[src/rtl/iep_pkg.sv]
package iep_pkg;

  // ----------------------------------------------------------------
  // Register map (byte addresses on the 32-bit bus)
  // ----------------------------------------------------------------
  localparam int ADDR_W = 6;
  localparam logic [5:0] OFS_EN_BASE = 6'h00; // Enable registers 1..4, stride 4
  localparam logic [5:0] OFS_PR_BASE = 6'h10; // Priority registers 0..2, stride 4
  localparam logic [5:0] OFS_IST = 6'h1C; // Event status, read only
  localparam logic [5:0] OFS_ICLR = 6'h20; // Event clear, write only
  localparam logic [5:0] OFS_IEN = 6'h24; // Event interrupt enable
  localparam logic [5:0] OFS_CUR = 6'h28; // Current request, read only
  localparam int N_EN_REG = 4;
  localparam int N_PR_REG = 3;

  // ----------------------------------------------------------------
  // Implemented bits and reset values
  // ----------------------------------------------------------------
  // Index 0: uart2 tx/rx, ext_irq2, timer5/4, compare4/3, ext_irq1,
  // pin change, comparator, i2c1 master/slave.
  // Index 1: parallel port, compare5, capture5/4/3, spi2 event/fault.
  // Index 2: calendar, ext_irq4/3, i2c2 master/slave.
  // Index 3: checksum gen, uart2 err, uart1 err.
  localparam logic [3:0][15:0] EN_MASK = {16'h000E, 16'h4066, 16'h22E3, 16'hFE1F};
  localparam logic [3:0][15:0] EN_RST = '0;
  localparam logic [2:0][15:0] PR_MASK = {16'h7777, 16'h7770, 16'h7777};
  // Every priority field comes up as binary 100
  localparam logic [2:0][15:0] PR_RST = {16'h4444, 16'h4440, 16'h4444};

  // ----------------------------------------------------------------
  // Priority levels and sources
  // ----------------------------------------------------------------
  localparam logic [2:0] PRIO_OFF = 3'h0; // Source switched off
  localparam logic [2:0] PRIO_MAX = 3'h7; // Highest level
  localparam int N_EN_SLOT = 64; // One slot per enable-register bit
  localparam int N_PR_SRC = 11; // Sources whose priority lives here
  localparam int N_CAND = 75;
  localparam int SRC_W = 7;

  // ----------------------------------------------------------------
  // Events, bus answers, bus phase
  // ----------------------------------------------------------------
  localparam int EVT_W = 3;
  localparam int EVT_NEW_REQ = 0; // Request to core went high
  localparam int EVT_LVL_UP = 1; // Higher level took over
  localparam int EVT_BUS_ERR = 2; // Unmapped access
  localparam logic [1:0] RESP_OKAY = 2'h0;
  localparam logic [1:0] RESP_SLVERR = 2'h2;

  typedef enum logic [0:0] {
    IEP_IDLE = 1'h0,
    IEP_ACK = 1'h1
  } iep_bus_e;

  // Byte-lane write into a 16-bit register, unimplemented bits held at zero
  function automatic logic [15:0] iep_merge(input logic [15:0] old, input logic [15:0] wd,
                                            input logic [1:0] be, input logic [15:0] mask);
    logic [15:0] v;
    v = old;
    if (be[0]) v[7:0] = wd[7:0];
    if (be[1]) v[15:8] = wd[15:8];
    return v & mask;
  endfunction

  // Address match for the k-th register of a group
  function automatic logic iep_sel(input logic [5:0] a, input logic [5:0] base, input int k);
    return a == (base + 6'(4 * k));
  endfunction

  // Lowest bit of priority field j within the three registers laid end to end
  function automatic int iep_prio_lsb(input int j);
    int r;
    int s;
    r = (j < 4) ? 0 : ((j < 7) ? 1 : 2);
    s = j - ((r == 0) ? 0 : ((r == 1) ? 4 : 7));
    return r * 16 + 12 - 4 * s;
  endfunction

endpackage

[src/rtl/iep_cand_if.sv]
`timescale 1ns/1ns
// Candidate requests into the arbiter and its winner back out
interface iep_cand_if import iep_pkg::*; #(parameter int N = N_CAND);
  logic [N-1:0] valid; // Flag, enable and nonzero level all present
  logic [N-1:0][2:0] level; // Level of each candidate
  logic best_valid; // Some candidate present
  logic [2:0] best_level; // Highest level found
  logic [SRC_W-1:0] best_idx; // Its source number

  modport arb (input valid, input level, output best_valid, output best_level,
               output best_idx);
  modport bank (output valid, output level, input best_valid, input best_level,
                input best_idx);
endinterface

[src/rtl/iep_bank.sv]
`timescale 1ns/1ns
// How it works
// - Enable bit one passes request, zero blocks
// - Enable bits read zero after reset
// - Unimplemented bits read zero, ignore writes
// - Field 111 means level seven, highest
// - Fields 001 to 111 map levels 1-7
// - Field 000 switches the source off
// - Priority fields reset to binary 100
// - First enable register source bit layout
// - Second enable register source bit layout
// - Third enable register source bit layout
// - Fourth enable register source bit layout
// - First priority register field layout
// - Second priority register field layout
// - Third priority register field layout
// - Source flag one means request raised
module iep_bank import iep_pkg::*; (
  input wire logic clk,
  input wire logic arst_n,
  input wire logic [ADDR_W-1:0] avs_address,
  input wire logic avs_read,
  input wire logic avs_write,
  input wire logic [31:0] avs_writedata,
  input wire logic [3:0] avs_byteenable,
  output logic [31:0] avs_readdata,
  output logic avs_waitrequest,
  output logic [1:0] avs_response,
  input wire logic [N_EN_SLOT-1:0] flag_en_src,
  input wire logic [3*N_EN_SLOT-1:0] prio_ext,
  input wire logic [N_PR_SRC-1:0] flag_pr_src,
  input wire logic [N_PR_SRC-1:0] en_ext,
  output logic cpu_req,
  output logic [2:0] cpu_level,
  output logic [SRC_W-1:0] cpu_src,
  output logic irq
);

  // ----------------------------------------------------------------
  // State
  // ----------------------------------------------------------------
  typedef struct packed {
    iep_bus_e bus; // Bus phase
    logic [3:0][15:0] en; // Enable registers
    logic [2:0][15:0] pr; // Priority registers
    logic [15:0] rdata; // Read data held for the answer
    logic [1:0] resp; // Answer code held for the answer
    logic req; // Request to the core
    logic [2:0] lvl; // Level of that request
    logic [SRC_W-1:0] src; // Source of that request
    logic [EVT_W-1:0] ist; // Sticky event status
    logic [EVT_W-1:0] ien; // Event interrupt enable
    logic irq; // Interrupt line
    logic wr_seen; // Any register write since reset
  } iep_state_s;

  localparam iep_state_s RST_S = '{
    bus: IEP_IDLE,
    en: EN_RST,
    pr: PR_RST,
    default: '0
  };

  iep_state_s s_q; // Current state
  iep_state_s s_d; // Next state

  iep_cand_if #(.N(N_CAND)) cif (); // Candidates to the arbiter

  logic acc; // Bus request present
  logic hit; // Address is mapped
  logic [15:0] rd; // Read mux
  logic [15:0] wd; // Write data, low half
  logic [1:0] be; // Byte enables of the low half
  logic take_wr; // Write takes effect this edge
  logic [EVT_W-1:0] evt; // Events this cycle
  logic [EVT_W-1:0] clr; // Clears this cycle
  logic [47:0] pr_flat; // Priority registers end to end
  logic any7; // A level-seven candidate exists
  logic [2:0] top_lvl; // Highest candidate level, found apart from the arbiter

  // ----------------------------------------------------------------
  // Arbiter
  // ----------------------------------------------------------------
  iep_arb #(.N(N_CAND)) u_arb (
    .c(cif)
  );

  // ----------------------------------------------------------------
  // Candidates
  // ----------------------------------------------------------------
  // Enable-covered slots take their level from outside; the rest take
  // their enable from outside and their level from the fields here
  always_comb begin
    pr_flat = s_q.pr;
    any7 = 1'b0;
    top_lvl = PRIO_OFF;
    for (int i = 0; i < N_EN_SLOT; i++) begin
      // Unimplemented enable bits are always zero, so their slots stay idle
      cif.valid[i] = flag_en_src[i] & s_q.en[i / 16][i % 16]
                     & (prio_ext[3 * i +: 3] != PRIO_OFF);
      cif.level[i] = prio_ext[3 * i +: 3];
    end
    for (int j = 0; j < N_PR_SRC; j++) begin
      // Field order: timer1, compare1, capture1, ext_irq0
      // timer2, compare2, capture2
      // uart1 rx, spi1 event, spi1 fault, timer3
      cif.valid[N_EN_SLOT + j] = flag_pr_src[j] & en_ext[j]
                                 & (pr_flat[iep_prio_lsb(j) +: 3] != PRIO_OFF);
      cif.level[N_EN_SLOT + j] = pr_flat[iep_prio_lsb(j) +: 3];
    end
    for (int k = 0; k < N_CAND; k++) begin
      if (cif.valid[k] && (cif.level[k] == PRIO_MAX)) begin
        any7 = 1'b1;
      end
      // Plain maximum, kept separate so the checks can judge the arbiter
      if (cif.valid[k] && (cif.level[k] > top_lvl)) begin
        top_lvl = cif.level[k];
      end
    end
  end

  // ----------------------------------------------------------------
  // Read decode
  // ----------------------------------------------------------------
  // Decoded from the address while the request stands
  always_comb begin
    hit = 1'b1;
    rd = '0;
    for (int k = 0; k < N_EN_REG; k++) begin
      if (iep_sel(avs_address, OFS_EN_BASE, k)) begin
        rd = s_q.en[k];
      end
    end
    for (int k = 0; k < N_PR_REG; k++) begin
      if (iep_sel(avs_address, OFS_PR_BASE, k)) begin
        rd = s_q.pr[k];
      end
    end
    if (avs_address == OFS_IST) begin
      rd = 16'(s_q.ist);
    end else if (avs_address == OFS_IEN) begin
      rd = 16'(s_q.ien);
    end else if (avs_address == OFS_CUR) begin
      rd = {5'h00, s_q.req, s_q.lvl, s_q.src};
    end else if (avs_address == OFS_ICLR) begin
      rd = '0; // Clear register reads as zero
    end else if (avs_address >= OFS_IST || avs_address[1:0] != 2'h0) begin
      hit = 1'b0; // Beyond the map or not word aligned
    end
  end

  // ----------------------------------------------------------------
  // Next state
  // ----------------------------------------------------------------
  always_comb begin
    s_d = s_q;
    acc = avs_read | avs_write;
    wd = avs_writedata[15:0];
    be = avs_byteenable[1:0];
    take_wr = 1'b0;
    evt = '0;
    clr = '0;

    // Bus phase: one wait cycle, then the answer
    unique case (s_q.bus)
      IEP_IDLE: begin
        if (acc) begin
          s_d.bus = IEP_ACK;
          s_d.rdata = avs_read ? rd : 16'h0000;
          s_d.resp = hit ? RESP_OKAY : RESP_SLVERR;
          evt[EVT_BUS_ERR] = ~hit;
        end
      end
      IEP_ACK: begin
        s_d.bus = IEP_IDLE;
        take_wr = avs_write & hit;
      end
    endcase

    // Writes land at the edge where waitrequest is low
    if (take_wr) begin
      s_d.wr_seen = 1'b1;
      for (int k = 0; k < N_EN_REG; k++) begin
        if (iep_sel(avs_address, OFS_EN_BASE, k)) begin
          // Masks fix the bit layout of each register
          s_d.en[k] = iep_merge(s_q.en[k], wd, be, EN_MASK[k]);
        end
      end
      for (int k = 0; k < N_PR_REG; k++) begin
        if (iep_sel(avs_address, OFS_PR_BASE, k)) begin
          s_d.pr[k] = iep_merge(s_q.pr[k], wd, be, PR_MASK[k]);
        end
      end
      if (avs_address == OFS_ICLR && be[0]) begin
        clr = wd[EVT_W-1:0];
      end
      if (avs_address == OFS_IEN && be[0]) begin
        s_d.ien = wd[EVT_W-1:0];
      end
    end

    // Winner goes to the core one edge after the flags
    s_d.req = cif.best_valid;
    s_d.lvl = cif.best_valid ? cif.best_level : PRIO_OFF;
    s_d.src = cif.best_valid ? cif.best_idx : '0;

    // Request events seen against the registered request
    evt[EVT_NEW_REQ] = cif.best_valid & ~s_q.req;
    evt[EVT_LVL_UP] = cif.best_valid & s_q.req & (cif.best_level > s_q.lvl);

    // Set beats clear when both arrive together
    s_d.ist = (s_q.ist & ~clr) | evt;
    s_d.irq = |(s_d.ist & s_d.ien);
  end

  // ----------------------------------------------------------------
  // Registers
  // ----------------------------------------------------------------
  always_ff @(posedge clk or negedge arst_n) begin
    if (!arst_n) begin
      s_q <= RST_S;
    end else begin
      s_q <= s_d;
    end
  end

  // ----------------------------------------------------------------
  // Outputs
  // ----------------------------------------------------------------
  // Waitrequest drops in the cycle after the request is seen
  assign avs_waitrequest = acc & (s_q.bus == IEP_IDLE);
  assign avs_readdata = {16'h0000, s_q.rdata};
  assign avs_response = s_q.resp;
  assign cpu_req = s_q.req;
  assign cpu_level = s_q.lvl;
  assign cpu_src = s_q.src;
  assign irq = s_q.irq;
endmodule

[src/rtl/iep_arb.sv]
`timescale 1ns/1ns
// Picks the highest level; equal levels go to the lowest source number
module iep_arb import iep_pkg::*; #(
  parameter int N = N_CAND
) (
  iep_cand_if.arb c
);

  // ----------------------------------------------------------------
  // Search
  // ----------------------------------------------------------------
  // Walk from the top down so that a lower index wins a tie with >=
  always_comb begin
    logic bv;
    logic [2:0] bl;
    logic [SRC_W-1:0] bi;
    bv = 1'b0;
    bl = PRIO_OFF;
    bi = '0;
    for (int i = N - 1; i >= 0; i--) begin
      if (c.valid[i] && (c.level[i] >= bl)) begin
        bv = 1'b1;
        bl = c.level[i];
        bi = SRC_W'(i);
      end
    end
    c.best_valid = bv;
    c.best_level = bl;
    c.best_idx = bi;
  end

endmodule

[config.mk]
export PLATFORM = sky130hd
export DESIGN_NAME = iep_bank
export DESIGN_NICKNAME = d
export VERILOG_FILES = /design/src/rtl/iep_pkg.sv /design/src/rtl/iep_cand_if.sv /design/src/rtl/iep_bank.sv /design/src/rtl/iep_arb.sv
export SDC_FILE = /design/constraint.sdc
export NUM_CORES = 1
export LEC_CHECK = 0
export ABC_CLOCK_PERIOD_IN_PS = 70100
export CORE_MARGIN = 2
export CORE_UTILIZATION = 45
export DETAILED_ROUTE_END_ITERATION = 16
export DONT_BUFFER_PORTS = 1
export GPL_TIMING_DRIVEN = 0
export PLACE_DENSITY = 0.67
export SLEW_MARGIN = 10
export SYNTH_ARGS = -nofsm -noshare
export SYNTH_HDL_FRONTEND = slang
export SYNTH_SLANG_ARGS = --single-unit
[constraint.sdc]
create_clock -name clk -period 70.1 [get_ports clk]
set_clock_uncertainty 0.15 [all_clocks]
set_input_delay 17.525 -clock clk [delete_from_list [all_inputs] [get_ports clk]]
set_output_delay 17.525 -clock clk [all_outputs]
set_load 0.01 [all_outputs]
==> impl_summary.txt, run 1 <==
----------------------------------------------------
[Status]
  Outcome ... finished clean

[Layout]
  Layout cell share with drive strength beyond 1 ... 0.210
  Layout fillers ... 2,347
  Number of nets at the end of the flow ... 1,829
  Most frequent standard cell in the layout excluding fill and tap cells ... sky130_fd_sc_hd__nand2_1
  Post-route core utilization ... 0.522
  Most frequent cells in the layout ... 172 x sky130_fd_sc_hd__nand2_1, 95 x sky130_fd_sc_hd__nor2_1, 85 x sky130_fd_sc_hd__dfrtp_1
  Synth-to-Final Area Change ... 13.9%
  Sequential cell area ... 0.00242 mm^2
  Multi-input combinational cell area ... 0.00817 mm^2

[Route]
  Routed via count ... 11,300
  Number of nets with antenna violations after detailed routing ... 0
  Post-detailed-routing wire length ... 36,700 um
  DR WL/cell ... 20.6 um
  Count of TritonRoute iterations in the first routing pass ... 5
  Post-detailed-route via-to-cell ratio ... 6.32
  DR DRC count ... 0
  Violation count after the first detailed-routing iteration ... 926

[Synthesis]
  Synth unique cells ... 107
  Post-synth top flop ... sky130_fd_sc_hd__dfrtp_1
  Asr flop ratio synth ... 1.00
  Average footprint of a synthesized cell ... 7.76 um^2
  Count of flip-flops with a built-in enable after synthesis ... 0
  Fraction of post-synthesis cell area in the top cell type by area ... 0.197
  Dominant cell type by area after synthesis ... sky130_fd_sc_hd__dfrtp_1
  Synthesized cell area ... 0.0108 mm^2
  Yosys warning total ... 0
  Top cells by area in the synthesized netlist ... sky130_fd_sc_hd__dfrtp_1 20%, sky130_fd_sc_hd__nand2_1 6.1%, sky130_fd_sc_hd__mux2_2 5.9%
  Post-Synthesis Cells ... 1,392
  Seq/Total Area, Yosys ... 0.224
  Number of synthesized register bits ... 96

[Global routing]
  Pin count of the biggest net entering global routing ... 97
  Met1 Usage GRT ... 0.366
  Via count of the first global-routing pass ... 10,200
  GRT overflow ... 0
  GRT Max-Usage Layer ... met2
  Met3 usage ... 0.0755
  Met2 track demand over resource in global routing ... 0.423
  Total track usage ... 0.271
  Global-route wire length before repair ... 55,600 um
  Initial antenna violation count ... 1

[Clocking]
  Clk root buf ... sky130_fd_sc_hd__clkbuf_16
  Post-CTS clock slew at the launch and capture registers of the worst setup and hold paths ... 70 ps
  Count of clock tree sinks ... 96
  Clock latency reported for the late side of the worst-skew pair ... 350 ps
  CTS tree ... built
  Total CTS buffers ... 9
  Maximum root-to-sink buffer count ... 2
  Level count of the clock H-tree ... 3
  Cts-stage hold buffer count ... 0

[Timing]
  Worst Hold Slack ... 337 ps
  Pin slew with the least headroom to its limit ... 1070 ps
  Max Transition Viols Final ... 0
  Final WS setup ... 2660 ps
  Worst max-slew margin expressed relative to the limit ... 0.278
  Total setup violations reported at the end of the flow ... 0
  Final clock period utilization by the worst path ... 0.962
  Final Hold Fails ... 0
  Highest attainable clock frequency ... 0.0148 GHz
  Final setup TNS ... 0 ps
  Clock period minus final worst setup slack ... 67,440 ps

[Setup path]
  Maximum single-stage delay on the critical path ... 420 ps
  Startpoint class of the critical path ... primary input
  End of the worst register-to-register path ... irq
  Path depth of the worst reg2reg path ... 273
  Capturing element type of the critical path ... flop
  CP max-delay cell ... sky130_fd_sc_hd__or3_4
  Worst-path maximum fanout ... 10
  Worst reg2reg setup slack ... 19,260 ps
  Required time of the critical path ... 70,220 ps
  Type of the worst setup path ... primary input to flop
  Most common cell on crit path ... sky130_fd_sc_hd__ha_1
  Endpoint arrival time on the critical path ... 67,560 ps
  Worst flop-to-flop path startpoint ... cif.level[224]

[Placed design]
  Number of buffers added on ports ... 0
  Last weighted congestion value of the routability-driven placer ... 0.933
  Half-perimeter wire length after detailed placement ... 28,900 um
  Place WS ... -2050 ps

[Floorplanning]
  Area inside the core boundary ... 0.0235 mm^2
  Number of top-level pins ... 371
  Die area ... 0.0252 mm^2
  Starting Density ... 0.459
  DIE HEIGHT ... 159 um
  DIE WIDTH ... 159 um
  Number of rows in the core area ... 56

[Min path]
  Hold Crit Class ... flop to flop
  Hold path cells ... 1
  Hold Path Sink ... avs_readdata[8]
  Hold Crit Start ... avs_readdata[8]

[Power and ir drop]
  Static leakage ... 0.00536 uW
  Total power consumption of the routed design ... 153 uW
  Max IR drop VDD ... 0.00000958 V
  PwrDens ... 12.4 mW/mm^2

[Job]
  Max-cap viol count ... 0

----------------------------------------------------
==> routing by layer <==
metal | vias up | routed length, um
li1 | 5355 | -
met1 | 5389 | 16000
met2 | 445 | 16200
met3 | 67 | 3400
met4 | 0 | 1050
met5 | - | 0
==> cell type report <==
cell class / count / share of cell area
Multi-Input combinational cell: 1170 / 0.664
Sequential cell: 96 / 0.196
Buffer: 62 / 0.0334
Tap cell: 319 / 0.0324
Inverter: 79 / 0.0241
Timing Repair Buffer: 37 / 0.0226
Clock buffer: 9 / 0.0183
Clock inverter: 7 / 0.00844
Antenna cell: 1 / 0.000203
==> critical path: cells and delay by family <==
kind | cells | cell delay, ps
adder cells (fa/ha/maj) | 42 | 11430
multiplexers | 8 | 2480
buffers and inverters | 11 | 1280
AO/OA/AOI/OAI | 117 | 20420
AND/OR/NAND/NOR | 95 | 14360
==> logic make-up (layout without fill, tap and decap cells) <==
| logic type | after synthesis | after routing | share of synthesized area |
|---|---|---|---|
| AO/OA/AOI/OAI | 490 | 490 | 0.328 |
| adder cells (fa/ha/maj) | 55 | 55 | 0.0626 |
| AND/OR/NAND/NOR | 537 | 537 | 0.245 |
| other | 1 | 18 | 0.000347 |
| buffers and inverters | 142 | 194 | 0.0658 |
| multiplexers | 71 | 71 | 0.0744 |
| flip-flops | 96 | 96 | 0.224 |
==> Yosys cell counts, drive strengths merged, types with 10 or more instances <==
cell     number
nand2b       44
nand4        12
nor2        101
o21a         20
a211o        10
mux2i        12
a22oi        17
a21o         21
buf          50
and2         37
a221oi       10
or3          15
nand2       176
dfrtp        85
ha           50
o31ai        21
a21oi        96
o2111ai      18
clkbuf       13
mux2         58
nor3         23
inv          79
o211ai       25
nand3        57
a31oi        25
a211oi       10
dfstp        11
nor2b        13
o21ai       104
o221ai       11
and3         25
==> state kept, by name, summed over array words and instances, names as in the netlist <==
| register | count |
|---|---|
| avs_readdata | 16 |
| avs_response | 1 |
| cif.level | 33 |
| cpu_level | 3 |
| cpu_req | 1 |
| cpu_src | 7 |
| irq | 1 |
| s_q | 34 |
==> report_power, final <==
part	leakage (uW)	total (uW)	switching, uW	internal [uW]
registers	0.00121	58.6	1.76	56.9
clock network	0.000159	54.9	23.1	31.8
logic	0.00399	39.1	22.3	16.7
total	0.00536	153	47.2	105
==> how the worst max path moves through the flow <==
stage / start / endpoint
floorplan: flag_pr_src[10] / irq
global placement: flag_pr_src[10] / irq
detailed placement: flag_pr_src[10] / irq
CTS: flag_pr_src[10] / irq
global route: flag_pr_src[10] / irq
finish: flag_pr_src[10] / irq
==> stage by stage <==
step / instance area [um^2] / cells
CTS: 11700 / 1744
global route: 12300 / 1780
detailed placement: 11300 / 1727
floorplan: 10900 / 1408
finish: 12300 / 1780
global placement: 11300 / 1727
==> repair_timing <==
| item | in CTS | in global routing |
|---|---|---|
| pin swaps | 1 | 33 |
| resized for setup | 19 | 81 |
| buffers inserted | 1 | 36 |
| setup endpoints to repair | 14 | 14 |
Power figures use the tool's default switching activity.
==> run 2, diff against run 1 <==
- CORE_AREA: not set -> 2 2 146 148
- CORE_MARGIN: 2 -> not set
- CORE_UTILIZATION: 45 -> not set
- DIE_AREA: not set -> 0 0 148 150
- MAX_ROUTING_LAYER: not set -> met4
- PLACE_DENSITY: 0.67 -> 0.75
==> run 2 against run 1 <==
Effect of this change:
- setup slack got worse by 220 ps
- critical path type unchanged
- sequential share of layout area about the same
- clock-buffer cell count up 1
- final cell count decreased by 2.2%
- utilization rose by 7.3 points
- die area is 12% lower
- routed wire length shrank 2.1%
- sequential power barely moved
- non-clock buffer count is 4 higher
==> impl_summary.txt, run 2 (same netlist as run 1, synthesis figures left out) <==
----------------------------------------------------
[Timing]
  Total setup violations reported at the end of the flow ... 0
  Worst max-slew margin expressed relative to the limit ... 0.315
  Max Transition Viols Final ... 0
  Pin slew with the least headroom to its limit ... 1020 ps
  Final Hold Fails ... 0
  Clock period minus final worst setup slack ... 67,660 ps
  Highest attainable clock frequency ... 0.0148 GHz
  Final clock period utilization by the worst path ... 0.965
  Final setup TNS ... 0 ps

[Clocking]
  Post-CTS clock slew at the launch and capture registers of the worst setup and hold paths ... 70 ps
  Level count of the clock H-tree ... 3
  Clock latency reported for the late side of the worst-skew pair ... 350 ps
  Maximum root-to-sink buffer count ... 2
  Total CTS buffers ... 9
  Clk root buf ... sky130_fd_sc_hd__clkbuf_16
  Cts-stage hold buffer count ... 0
  Count of clock tree sinks ... 96
  CTS tree ... built

[Layout]
  Most flops, register ... s_q
  Post-route core utilization ... 0.595
  Number of nets at the end of the flow ... 1,833
  Design Area, Final ... 0.0123 mm^2
  Number of flip-flops in the largest register ... 34
  Layout cell share with drive strength beyond 1 ... 0.214
  Most frequent cells in the layout ... 173 x sky130_fd_sc_hd__nand2_1, 96 x sky130_fd_sc_hd__nor2_1, 85 x sky130_fd_sc_hd__buf_4, 85 x sky130_fd_sc_hd__dfrtp_1, 81 x sky130_fd_sc_hd__o21ai_0
  Most frequent standard cell in the layout excluding fill and tap cells ... sky130_fd_sc_hd__nand2_1
  Synth-to-Final Area Change ... 14.1%

[Placed design]
  Number of buffers added on ports ... 0
  Half-perimeter wire length after detailed placement ... 28,000 um
  Last weighted congestion value of the routability-driven placer ... 0.978
  Placement Cell Area ... 0.0112 mm^2

[Global routing]
  Global-route wire length before repair ... 52,800 um
  Via count of the first global-routing pass ... 10,200
  Initial antenna violation count ... 2
  Pin count of the biggest net entering global routing ... 97
  Total track usage ... 0.307
  GRT overflow ... 0

[Status]
  Outcome ... finished clean

[Setup path]
  Worst-path maximum fanout ... 10
  Endpoint arrival time on the critical path ... 67,780 ps
  Most common cell on crit path ... sky130_fd_sc_hd__ha_1
  Worst reg2reg setup slack ... 19,070 ps
  Startpoint class of the critical path ... primary input
  CP max-delay cell ... sky130_fd_sc_hd__or4_1
  Required time of the critical path ... 70,220 ps
  Capturing element type of the critical path ... flop
  Type of the worst setup path ... primary input to flop
  Maximum single-stage delay on the critical path ... 420 ps

[Route]
  Post-detailed-route via-to-cell ratio ... 6.54
  Number of nets with antenna violations after detailed routing ... 0
  Post-detailed-routing wire length ... 35,900 um
  DR WL/cell ... 20.6 um
  DR DRC count ... 0
  Violation count after the first detailed-routing iteration ... 921
  Count of TritonRoute iterations in the first routing pass ... 6
  Routed via count ... 11,400

[Floorplanning]
  DIE WIDTH ... 148 um
  Number of top-level pins ... 371
  Starting Density ... 0.522
  DIE HEIGHT ... 150 um
  Number of rows in the core area ... 53
  Die area ... 0.0222 mm^2
  Area inside the core boundary ... 0.0207 mm^2

[Power and ir drop]
  Max IR drop VDD ... 0.0000140 V
  Static leakage ... 0.00540 uW
  PwrDens ... 11.8 mW/mm^2

[Min path]
  Hold Crit Class ... flop to flop

[Job]
  Max-cap viol count ... 0

----------------------------------------------------
run 2: routing by layer:
metal / vias up / share of wire / GRT usage
met4: 0 / 0.036 / 0.101
met3: 80 / 0.10 / 0.0921
met1: 5398 / 0.41 / 0.388
met5: - / 0 / -
met2: 545 / 0.45 / 0.472
li1: 5366 / - / -
run 2: layout make-up:
type,count,area (um^2)
antenna,2,5.00
tap,275,344
multi-input combinational,1170,8260
inverter,79,297
clock inverter,6,42.5
clock buffer,10,229
buffer,62,410
timing repair buffer,41,308
fill,1894,8380
sequential,96,2420
run 2: power by group:
group	internal (uW)	switching, uW
Clock	24.2	21.9
Combinational	17.7	22.9
Sequential	56.9	1.73
Total	98.8	46.5
run 2: worst paths after layout:
kind | endpoint | start | depth (start not counted)
setup / recovery | irq | flag_pr_src[10] | 273
hold / removal | avs_readdata[3] | avs_readdata[3] | 2
setup reg to reg | irq | cif.level[224] | 273
hold reg to reg | avs_readdata[3] | avs_readdata[3] | 2
max in group asynchronous | cif.level[212] | arst_n | 0
min in group asynchronous | cpu_src[0] | arst_n | 0
run 2: stage by stage:
step / std cells / hold WS (ps) / worst slack [ps] / power [uW]
after detailed placement: 1683 / 319 / -2130 / 94.1
after global routing: 1740 / 357 / -622 / 152
after floorplan: 1408 / 301 / 4720 / 86.6
after global placement: 1683 / 316 / -1150 / 93.1
after CTS: 1701 / 341 / 17.1 / 140
final: 1741 / 344 / 2440 / 145
run 2: repair_timing:
action	CTS	global route
pin swaps	1	39
buffers inserted	2	39
cloned	0	0
resized for setup	20	91
setup endpoints to repair	14	14
run 2: critical path, delay by kind of cell:
kind                       cells  cell delay [ps]
muxes                          9             2780
buffers and inverters         11             1160
AOI/OAI and AO/OA            115            20730
and+or+nand+nor               96            14140
adders and majority gates     42            11390
